--- src/gpcc_cfg.svh ---
// gpcc_cfg.svh: register offsets, reset values and field positions
// assumes a 32-bit apb bus with word-aligned byte addresses
`ifndef GPCC_CFG_SVH
`define GPCC_CFG_SVH

// byte offsets of the register words
`define GPCC_OFF_PINV 12'h000
`define GPCC_OFF_LAT 12'h004
`define GPCC_OFF_DIR 12'h008
`define GPCC_OFF_ANS 12'h00c
`define GPCC_OFF_WPU 12'h010
`define GPCC_OFF_ODC 12'h014
`define GPCC_OFF_SLR 12'h018
`define GPCC_OFF_INL 12'h01c
`define GPCC_OFF_CCP 12'h020
`define GPCC_OFF_CCN 12'h024
`define GPCC_OFF_CCC 12'h028
`define GPCC_OFF_CCST 12'h02c

// reset values
`define GPCC_RST_LAT 8'h00
`define GPCC_RST_DIR 8'hff
`define GPCC_RST_ANS 8'hff
`define GPCC_RST_WPU 8'h00
`define GPCC_RST_ODC 8'h00
`define GPCC_RST_SLR 8'hff
`define GPCC_RST_INL 8'hff
`define GPCC_RST_CCD 8'h00
`define GPCC_RST_CCS 2'h0

// cc_control fields
`define GPCC_CCC_EN_BIT 7
`define GPCC_CCC_SEL_HI 1
`define GPCC_CCC_SEL_LO 0

`endif

--- src/gpcc_pkg.sv ---
// gpcc_pkg.sv: types shared by the port block
// assumes nothing beyond the compiler
package gpcc_pkg;
	// apb slave phase
	typedef enum logic [0:0] {
		GPCC_IDLE = 1'b0,
		GPCC_ACCESS = 1'b1
	} gpcc_apb_st_t;
	// regulated current codes
	typedef enum logic [1:0] {
		GPCC_CC_10MA = 2'b00,
		GPCC_CC_5MA = 2'b01,
		GPCC_CC_2MA = 2'b10,
		GPCC_CC_1MA = 2'b11
	} gpcc_cc_level_t;
endpackage

--- src/gpcc_port.sv ---
// gpcc_port.sv: 8-pin general purpose port with constant-current drive
// assumes an apb master on the system clock and pad levels already synchronous
//
// Chosen here: the APB interface to the registers and the placing of the registers.
`timescale 1ns/1ps
`default_nettype none
`include "gpcc_cfg.svh"

// Function
// [RL1] global enable limits current on enabled pins
// [RL2] select field codes 1, 2, 5, 10 mA
// [RL3] software sets pin enables only when global set
// [RL4] pin cc active needs pin and global enable
// [RL5] eight independent bidirectional pins
// [RL6] direction one disables driver, zero drives latch
// [RL7] pin register reads pins, writes latch
// [RL8] pin writes are read-modify-write into latch
// [RL9] latch holds latest latch or pin write
// [RL10] analog pins read zero, direction still drives
// [RL11] open-drain bit makes output sink only
// [RL12] i2c ownership forces open-drain drive
// [RL13] slew bit limits output slew rate
// [RL14] threshold select governs reads and change detection
// [RL15] software changes thresholds with peripherals off
// [RL16] analog select leaves digital output untouched
// [RL17] analog select resets to analog mode
// [RL18] each pin has selectable weak pull-up
// [RL19] threshold one schmitt, zero ttl
// [RL20] pull-up off whenever pin is output
// [RL21] direction bits reset to input
module gpcc_port
	import gpcc_pkg::*;
(
	input wire logic clk_sys_i, // system clock, 100 MHz
	input wire logic resetn_i, // async reset, active low
	input wire logic psel_i, // apb select
	input wire logic penable_i, // apb enable
	input wire logic pwrite_i, // apb direction
	input wire logic [11:0] paddr_i, // apb byte address
	input wire logic [31:0] pwdata_i, // apb write data
	input wire logic [3:0] pstrb_i, // apb byte strobes
	output logic [31:0] prdata_o, // apb read data
	output logic pready_o, // apb ready
	output logic pslverr_o, // apb error, unmapped
	input wire logic [7:0] pad_st_i, // pad levels, schmitt
	input wire logic [7:0] pad_ttl_i, // pad levels, ttl
	input wire logic [7:0] i2c_own_i, // i2c owns pin
	output logic [7:0] pad_out_o, // pad output level
	output logic [7:0] pad_oe_o, // pad driver enable
	output logic [7:0] pad_pullup_o, // weak pull-up on
	output logic [7:0] pad_slew_o, // slew limited
	output logic [7:0] pad_cc_src_o, // cc source active
	output logic [7:0] pad_cc_snk_o, // cc sink active
	output gpcc_pkg::gpcc_cc_level_t cc_select_o, // regulated current level
	output logic [7:0] pin_level_o // digital input for change detection
);
	import gpcc_pkg::*;

	////////////////////////////////////////////////////////////////
	// declarations
	logic setup; // apb setup cycle
	logic wr_en; // write completes this edge
	logic hit; // mapped address
	logic [7:0] lat_reg, lat_next; // output latch
	logic [7:0] dir_reg, dir_next; // direction bits
	logic [7:0] ans_reg, ans_next; // analog select
	logic [7:0] wpu_reg, wpu_next; // pull-up select
	logic [7:0] odc_reg, odc_next; // open-drain select
	logic [7:0] slr_reg, slr_next; // slew limit select
	logic [7:0] inl_reg, inl_next; // threshold select
	logic [7:0] ccp_reg, ccp_next; // cc source enable bits
	logic [7:0] ccn_reg, ccn_next; // cc sink enable bits
	logic cce_reg, cce_next; // cc global enable
	logic [1:0] ccs_reg, ccs_next; // cc current select
	logic [31:0] rd_reg, rd_next; // read data
	logic err_reg, err_next; // slave error
	logic [7:0] out_c, oe_c, pu_c, slew_c, src_c, snk_c, din_c; // per-pin comb
	logic [7:0] out_reg, oe_reg, pu_reg, slew_reg, src_reg, snk_reg, din_reg; // pad flops

	////////////////////////////////////////////////////////////////
	// apb phase tracker
	gpcc_apb_slave u_apb (
		.clk_sys_i(clk_sys_i),
		.resetn_i(resetn_i),
		.psel_i(psel_i),
		.penable_i(penable_i),
		.pready_o(pready_o),
		.setup_o(setup)
	);

	assign wr_en = psel_i && penable_i && pready_o && pwrite_i;

	////////////////////////////////////////////////////////////////
	// per-pin logic, one cell per pin
	genvar gi;
	generate
		for (gi = 0; gi < 8; gi++)
		begin : g_pin
			gpcc_pin_cell u_cell ( // RL5
				.lat_i(lat_reg[gi]),
				.dir_i(dir_reg[gi]),
				.ans_i(ans_reg[gi]),
				.wpu_i(wpu_reg[gi]),
				.odc_i(odc_reg[gi]),
				.slr_i(slr_reg[gi]),
				.inl_i(inl_reg[gi]),
				.ccp_i(ccp_reg[gi]),
				.ccn_i(ccn_reg[gi]),
				.cce_i(cce_reg),
				.i2c_i(i2c_own_i[gi]),
				.st_i(pad_st_i[gi]),
				.ttl_i(pad_ttl_i[gi]),
				.out_o(out_c[gi]),
				.oe_o(oe_c[gi]),
				.pu_o(pu_c[gi]),
				.slew_o(slew_c[gi]),
				.src_o(src_c[gi]),
				.snk_o(snk_c[gi]),
				.din_o(din_c[gi])
			);
		end
	endgenerate

	////////////////////////////////////////////////////////////////
	// register writes, read data and error
	always_comb
	begin
		lat_next = lat_reg;
		dir_next = dir_reg;
		ans_next = ans_reg;
		wpu_next = wpu_reg;
		odc_next = odc_reg;
		slr_next = slr_reg;
		inl_next = inl_reg;
		ccp_next = ccp_reg;
		ccn_next = ccn_reg;
		cce_next = cce_reg;
		ccs_next = ccs_reg;
		rd_next = rd_reg;
		err_next = 1'b0;
		hit = 1'b1;
		case (paddr_i)
			`GPCC_OFF_PINV: rd_next = {24'h000000, din_c}; // RL7 RL10
			`GPCC_OFF_LAT: rd_next = {24'h000000, lat_reg};
			`GPCC_OFF_DIR: rd_next = {24'h000000, dir_reg};
			`GPCC_OFF_ANS: rd_next = {24'h000000, ans_reg};
			`GPCC_OFF_WPU: rd_next = {24'h000000, wpu_reg};
			`GPCC_OFF_ODC: rd_next = {24'h000000, odc_reg};
			`GPCC_OFF_SLR: rd_next = {24'h000000, slr_reg};
			`GPCC_OFF_INL: rd_next = {24'h000000, inl_reg};
			`GPCC_OFF_CCP: rd_next = {24'h000000, ccp_reg};
			`GPCC_OFF_CCN: rd_next = {24'h000000, ccn_reg};
			`GPCC_OFF_CCC: rd_next = {24'h000000, cce_reg, 5'h00, ccs_reg};
			`GPCC_OFF_CCST: rd_next = {16'h0000, snk_reg, src_reg};
			default:
			begin
				rd_next = 32'h00000000; // unmapped reads zero
				hit = 1'b0;
			end
		endcase
		// answer prepared in setup, held through access
		if (!setup)
		begin
			rd_next = rd_reg;
		end
		if (setup)
		begin
			err_next = !hit;
		end
		else if (psel_i && penable_i && !pready_o)
		begin
			err_next = err_reg;
		end
		if (wr_en && pstrb_i[0])
		begin
			case (paddr_i)
				`GPCC_OFF_PINV: lat_next = pwdata_i[7:0]; // RL7 RL9
				`GPCC_OFF_LAT: lat_next = pwdata_i[7:0]; // RL9
				`GPCC_OFF_DIR: dir_next = pwdata_i[7:0];
				`GPCC_OFF_ANS: ans_next = pwdata_i[7:0];
				`GPCC_OFF_WPU: wpu_next = pwdata_i[7:0]; // RL18
				`GPCC_OFF_ODC: odc_next = pwdata_i[7:0];
				`GPCC_OFF_SLR: slr_next = pwdata_i[7:0];
				`GPCC_OFF_INL: inl_next = pwdata_i[7:0];
				`GPCC_OFF_CCP: ccp_next = pwdata_i[7:0];
				`GPCC_OFF_CCN: ccn_next = pwdata_i[7:0];
				`GPCC_OFF_CCC:
				begin
					cce_next = pwdata_i[`GPCC_CCC_EN_BIT];
					ccs_next = pwdata_i[`GPCC_CCC_SEL_HI:`GPCC_CCC_SEL_LO]; // RL2
				end
				default:
				begin
					lat_next = lat_reg; // unmapped or read-only, ignored
				end
			endcase
		end
		else if (wr_en && paddr_i == `GPCC_OFF_PINV)
		begin
			lat_next = din_c; // RL8 unwritten lane keeps the pins read back
		end
	end

	// register file flops
	always_ff @(posedge clk_sys_i or negedge resetn_i)
	begin
		if (!resetn_i)
		begin
			lat_reg <= `GPCC_RST_LAT;
			dir_reg <= `GPCC_RST_DIR; // RL21
			ans_reg <= `GPCC_RST_ANS; // RL17
			wpu_reg <= `GPCC_RST_WPU;
			odc_reg <= `GPCC_RST_ODC;
			slr_reg <= `GPCC_RST_SLR;
			inl_reg <= `GPCC_RST_INL;
			ccp_reg <= `GPCC_RST_CCD;
			ccn_reg <= `GPCC_RST_CCD;
			cce_reg <= 1'b0;
			ccs_reg <= `GPCC_RST_CCS;
			rd_reg <= 32'h00000000;
			err_reg <= 1'b0;
		end
		else
		begin
			lat_reg <= lat_next;
			dir_reg <= dir_next;
			ans_reg <= ans_next;
			wpu_reg <= wpu_next;
			odc_reg <= odc_next;
			slr_reg <= slr_next;
			inl_reg <= inl_next;
			ccp_reg <= ccp_next;
			ccn_reg <= ccn_next;
			cce_reg <= cce_next;
			ccs_reg <= ccs_next;
			rd_reg <= rd_next;
			err_reg <= err_next;
		end
	end

	////////////////////////////////////////////////////////////////
	// pad output flops, one cycle after the controls
	always_ff @(posedge clk_sys_i or negedge resetn_i)
	begin
		if (!resetn_i)
		begin
			out_reg <= 8'h00;
			oe_reg <= 8'h00;
			pu_reg <= 8'h00;
			slew_reg <= `GPCC_RST_SLR;
			src_reg <= 8'h00;
			snk_reg <= 8'h00;
			din_reg <= 8'h00;
		end
		else
		begin
			out_reg <= out_c;
			oe_reg <= oe_c; // RL6
			pu_reg <= pu_c; // RL20
			slew_reg <= slew_c; // RL13
			src_reg <= src_c; // RL1
			snk_reg <= snk_c; // RL1
			din_reg <= din_c; // RL14
		end
	end

	assign prdata_o = rd_reg;
	assign pslverr_o = err_reg;
	assign pad_out_o = out_reg;
	assign pad_oe_o = oe_reg;
	assign pad_pullup_o = pu_reg;
	assign pad_slew_o = slew_reg;
	assign pad_cc_src_o = src_reg;
	assign pad_cc_snk_o = snk_reg;
	assign cc_select_o = gpcc_cc_level_t'(ccs_reg); // RL2
	assign pin_level_o = din_reg;
endmodule
`default_nettype wire

--- src/gpcc_apb_slave.sv ---
// gpcc_apb_slave.sv: apb phase tracker, registered zero-wait answer
// assumes the master keeps the request stable until pready is seen
`timescale 1ns/1ps
`default_nettype none
module gpcc_apb_slave
	import gpcc_pkg::*;
(
	input wire logic clk_sys_i, // system clock
	input wire logic resetn_i, // async reset, active low
	input wire logic psel_i, // select
	input wire logic penable_i, // access phase
	output logic pready_o, // answer, from flop
	output logic setup_o // setup cycle seen
);
	gpcc_apb_st_t st_reg; // current phase
	gpcc_apb_st_t st_next; // next phase
	logic rdy_reg; // pready flop
	logic rdy_next; // pready next

	////////////////////////////////////////////////////////////////
	// next phase: answer in the first access cycle
	always_comb
	begin
		st_next = st_reg;
		rdy_next = 1'b0;
		case (st_reg)
			GPCC_IDLE:
			begin
				if (psel_i && !penable_i)
				begin
					st_next = GPCC_ACCESS;
					rdy_next = 1'b1;
				end
			end
			GPCC_ACCESS:
			begin
				st_next = GPCC_IDLE; // transfer completes here
			end
			default:
			begin
				st_next = GPCC_IDLE;
			end
		endcase
	end

	// phase registers
	always_ff @(posedge clk_sys_i or negedge resetn_i)
	begin
		if (!resetn_i)
		begin
			st_reg <= GPCC_IDLE;
			rdy_reg <= 1'b0;
		end
		else
		begin
			st_reg <= st_next;
			rdy_reg <= rdy_next;
		end
	end

	assign pready_o = rdy_reg;
	assign setup_o = (st_reg == GPCC_IDLE) && psel_i && !penable_i;
endmodule
`default_nettype wire

--- src/gpcc_pin_cell.sv ---
// gpcc_pin_cell.sv: drive and input path of one port pin
// assumes pad levels synchronous to the system clock
`timescale 1ns/1ps
`default_nettype none
module gpcc_pin_cell (
	input wire logic lat_i, // output latch bit
	input wire logic dir_i, // 1 input, 0 output
	input wire logic ans_i, // analog select
	input wire logic wpu_i, // pull-up select
	input wire logic odc_i, // open-drain select
	input wire logic slr_i, // slew limit select
	input wire logic inl_i, // 1 schmitt, 0 ttl
	input wire logic ccp_i, // cc source enable
	input wire logic ccn_i, // cc sink enable
	input wire logic cce_i, // cc global enable
	input wire logic i2c_i, // i2c owns pin
	input wire logic st_i, // schmitt pad level
	input wire logic ttl_i, // ttl pad level
	output logic out_o, // driven level
	output logic oe_o, // driver enable
	output logic pu_o, // pull-up on
	output logic slew_o, // slew limited
	output logic src_o, // cc source active
	output logic snk_o, // cc sink active
	output logic din_o // digital input
);
	logic od; // open-drain in force

	// drive: analog select does not touch the output path
	always_comb
	begin
		od = odc_i | i2c_i; // RL12
		out_o = lat_i;
		oe_o = !dir_i && (!od || !lat_i); // RL6 RL11 RL16
		pu_o = wpu_i && dir_i; // RL18 RL20
		slew_o = slr_i; // RL13
		src_o = ccp_i && cce_i; // RL1 RL4
		snk_o = ccn_i && cce_i; // RL1 RL4
		din_o = ans_i ? 1'b0 : (inl_i ? st_i : ttl_i); // RL10 RL14 RL19
	end
endmodule
`default_nettype wire

--- config.mk ---
export PLATFORM = sky130hd
export DESIGN_NAME = gpcc_port
export DESIGN_NICKNAME = d
export VERILOG_FILES = /design/src/gpcc_pkg.sv /design/src/gpcc_port.sv /design/src/gpcc_apb_slave.sv /design/src/gpcc_pin_cell.sv
export VERILOG_INCLUDE_DIRS = /design/src
export SDC_FILE = /design/constraint.sdc
export NUM_CORES = 1
export LEC_CHECK = 0
export BUFFER_PORTS_ARGS = -buffer_cell sky130_fd_sc_hd__buf_2
export CORE_AREA = 2 2 134 136
export DETAILED_ROUTE_END_ITERATION = 6
export DIE_AREA = 0 0 136 138
export HOLD_SLACK_MARGIN = 0.02
export REMOVE_ABC_BUFFERS = 1
export SLEW_MARGIN = 20
export SYNTH_ARGS = -nofsm -noshare
export SYNTH_HDL_FRONTEND = slang
export SYNTH_HIERARCHICAL = 1
export SYNTH_SLANG_ARGS = --single-unit
--- constraint.sdc ---
create_clock -name clk_sys_i -period 2.1 [get_ports clk_sys_i]
set_clock_uncertainty 0.2 [all_clocks]
set_input_delay 0.315 -clock clk_sys_i [delete_from_list [all_inputs] [get_ports clk_sys_i]]
set_output_delay 0.315 -clock clk_sys_i [all_outputs]
set_load 0.05 [all_outputs]
==> metrics.csv <==
stage,metric,value,unit
status,failing checks,negative setup slack,
flow_run,MaxCap Viol Count,0,
global_routing,Overflow after GRT,0,
detailed_routing,drt total wl,20.68,mm
critical_path,worst path required time,2210,ps
floorplan,row count,49,
detailed_routing,Final ANT Viol Nets,0,
synth,register area share after synthesis,55.52,%
floorplan,Ports,169,
timing,Final setup viols,64,
layout,number of diodes,0,
cts,CTS sink cnt,149,
synth,ranking of synthesized cells by area,"dfrtp_1 (40%), dfstp_2 (15%), mux2_2 (14%)",
critical_path,crit path cell chain,buf_6 > or4_4 > or4b_4 > nor4_4 > buf_6 > mux2_4,
synth,"Avg Cell Area, Syn",12.82,sq um
timing,RSZ-0062 raised after global routing,yes,
place,GPL Wtd Cong,0.9302,
min_path,Hold WC Path Type,primary input to register,
floorplan,die height,138,microns
power_and_ir_drop,P per Cell Area,698.2,nW/um^2
floorplan,core area,17530,sq um
cts,CTS tree,yes,
global_routing,largest net degree at the start of global routing,43,
global_routing,global-route wire length before repair,32.22,mm
layout,share of cells above drive strength 1,52.43,%
cts,clock latency on the worst-skew pair,430,ps
detailed_routing,via count,5074,
place,HPWL Detailed,14.90,mm
critical_path,CP startpoint kind,primary input,
timing,Final WS setup,-166.3,ps
detailed_routing,wire length per cell,21.34,microns
critical_path,CP Class,primary input to register,
layout,final core occ,52.33,%
layout,# nets final,804,
timing,fin crit period,2266,ps
cts,total CTS buffers,17,
detailed_routing,vias per inst,5.236,
synth,Synth top area share,40.08,%
cts,Worst-path clk slew,60,ps
layout,Area Overhead vs Synth,34.82,%
critical_path,CP max stage cell,or4b_4,
timing,Hold Slack,29.42,ps
timing,Max Transition Viols Final,0,
synth,synthesized area,6805,sq um
critical_path,CP Max Fanout,6,
power_and_ir_drop,P_leak,4.315,nW
place,Placed Instance Area,8063,sq um
synth,top cell type by total area after synthesis,dfrtp_1,
floorplan,Die Wd,136,microns
critical_path,Worst EP arrival,2380,ps
synth,Post-synth EDFFs,0,
power_and_ir_drop,Final Power,6.406,mW
status,status,finished with violations,
timing,fmax,441.3,MHz
layout,max FFs per register,16,
synth,Synth Register Bits,149,
layout,fin area,9175,sq um
synth,Synth Instances,531,
synth,Synth cell types,57,
cts,clock root buffer,clkbuf_16,
timing,Final Hold Viols,0,
detailed_routing,DRC viols,0,
power_and_ir_drop,VDD IR max,0.6030,mV
detailed_routing,number of DRC markers in iteration 0,348,
global_routing,vias in the first global route,5332,
synth,yosys warns,6,
synth,ys async rst share,100.0,%
synth,main flop type after synthesis,dfrtp_1,
critical_path,Setup crit end kind,register,
global_routing,initial antenna violation count,0,
place,Buffers on Ports,125,
critical_path,Slowest Stage Delay on Critical Path,640,ps
cts,clock buffer depth,2,
cts,H-tree depth,4,
critical_path,crit-path most repeated cell,buf_6,
detailed_routing,Pre-antenna DRT Iters,5,
global_routing,Tot GR Track Use,22.97,%
floorplan,Initial Utilization,38.81,%
timing,period utilization,107.9,%
floorplan,die area,18770,sq um
==> worst paths after layout <==
path | slack, ps | startpoint | to | cells after the start
max in group asynchronous | 840 | resetn_i | inl_reg[2]$_DFFE_PN1P_ | 3
worst max-delay path | -170 | paddr_i[9] | wpu_reg[4]$_DFFE_PN0P_ | 6
worst max register to register | -160 | u_apb/pready_o$_DFF_PN0_ | wpu_reg[4]$_DFFE_PN0P_ | 5
worst min-delay path | 30 | pad_st_i[1] | pin_level_o[1]$_DFF_PN0_ | 3
min in group asynchronous | 180 | resetn_i | pad_oe_o[0]$_DFF_PN0_ | 2
worst min register to register | 170 | slr_reg[2]$_DFFE_PN1P_ | pad_slew_o[2]$_DFF_PN1_ | 0
==> power breakdown <==
| group | switching, mW | internal (mW) | total, mW |
|---|---|---|---|
| Clock | 1.23 | 1.78 | 3.01 |
| Sequential | 0.00365 | 2.89 | 2.89 |
| Combinational | 0.342 | 0.168 | 0.510 |
==> per-stage QoR <==
stage	TNS (ps)	std cells	worst slack, ps
after detailed placement	-52990	918	-754.1
after global placement	-52750	918	-786.1
after global routing	-8044	969	-215.4
after CTS	-5056	963	-164.2
final	-5932	969	-166.3
after floorplan	-59350	490	-1098
==> cell families (layout without fill, tap and decap cells) <==
group / after synthesis / after routing / share of synthesized area (%)
simple gates: 126 / 127 / 12.19
buf+inv: 76 / 269 / 6.104
other cells: 1 / 16 / 0.05510
mux: 118 / 118 / 19.43
flops: 149 / 149 / 55.53
compound gates: 61 / 61 / 6.693
==> per-layer routing <==
layer	GRT usage, %	wire [microns]	up-vias
met3	5.501	1214	34
met4	7.292	446	0
met1	33.04	9572	2589
li1	-	-	2255
met2	34.28	9446	196
met5	0	0	-
==> cells in the mapped netlist (all sizes together) (2+ instances only) <==
master / instances
a211oi: 4
a21oi: 2
a221o: 2
a221oi: 2
a22oi: 4
a41oi: 2
and2: 28
buf: 41
clkbuf: 15
dfrtp: 109
dfstp: 40
inv: 19
mux2: 83
mux2i: 32
mux4: 3
nand2: 10
nand2b: 3
nand3: 4
nand3b: 5
nand4b: 3
nor2: 21
nor2b: 10
nor3: 15
nor3b: 2
nor4: 7
nor4b: 4
o2111ai: 2
o21a: 8
o21ai: 10
o221ai: 6
o22ai: 5
o2bb2ai: 4
or2: 2
or4: 5
or4b: 4
==> critical path: cells and delay by family <==
| kind | cells | cell delay [ps] |
|---|---|---|
| multiplexers | 1 | 310 |
| AND/OR/NAND/NOR | 3 | 1470 |
| buffers and inverters | 2 | 280 |
==> area by class of cell <==
class,count,area (sq um)
clock inverter,12,131.4
clock buffer,20,446.7
sequential,149,3779
timing repair buffer,217,1474
tap,229,286.5
multi-input combinational,322,2983
inverter,20,75.07
fill,1580,8359
==> timing repair <==
action | 4_1_cts | 5_1_grt
hold buffers | 12 | 0
setup endpoints to repair | 87 | 89
buffers inserted | 0 | 6
gates cloned | 1 | 0
resized for setup | 65 | 26
hold endpoints to repair | 89 | 0
pin swaps | 5 | 4
==> cell usage in the layout, fill, tap and decap left out, types with 4 or more instances in the layout <==
cell type	instances
nor2b_1	9
o21ai_0	10
nor4b_1	4
clkinvlp_4	4
a211oi_1	4
dfstp_2	40
mux2_4	59
o22ai_1	5
buf_2	123
conb_1	16
buf_6	16
o2bb2ai_1	4
mux2i_1	31
nor3_4	4
nand3b_1	5
inv_1	19
a22oi_1	4
buf_4	61
clkbuf_16	17
dfrtp_1	109
mux2_2	24
nor2_1	21
o221ai_1	4
buf_12	5
nand2_1	10
nor4_4	4
and2_1	28
dlygate4sd3_1	12
nor3_1	9
o21a_1	8
nand3_1	4
(Power assumes the default switching activity.)
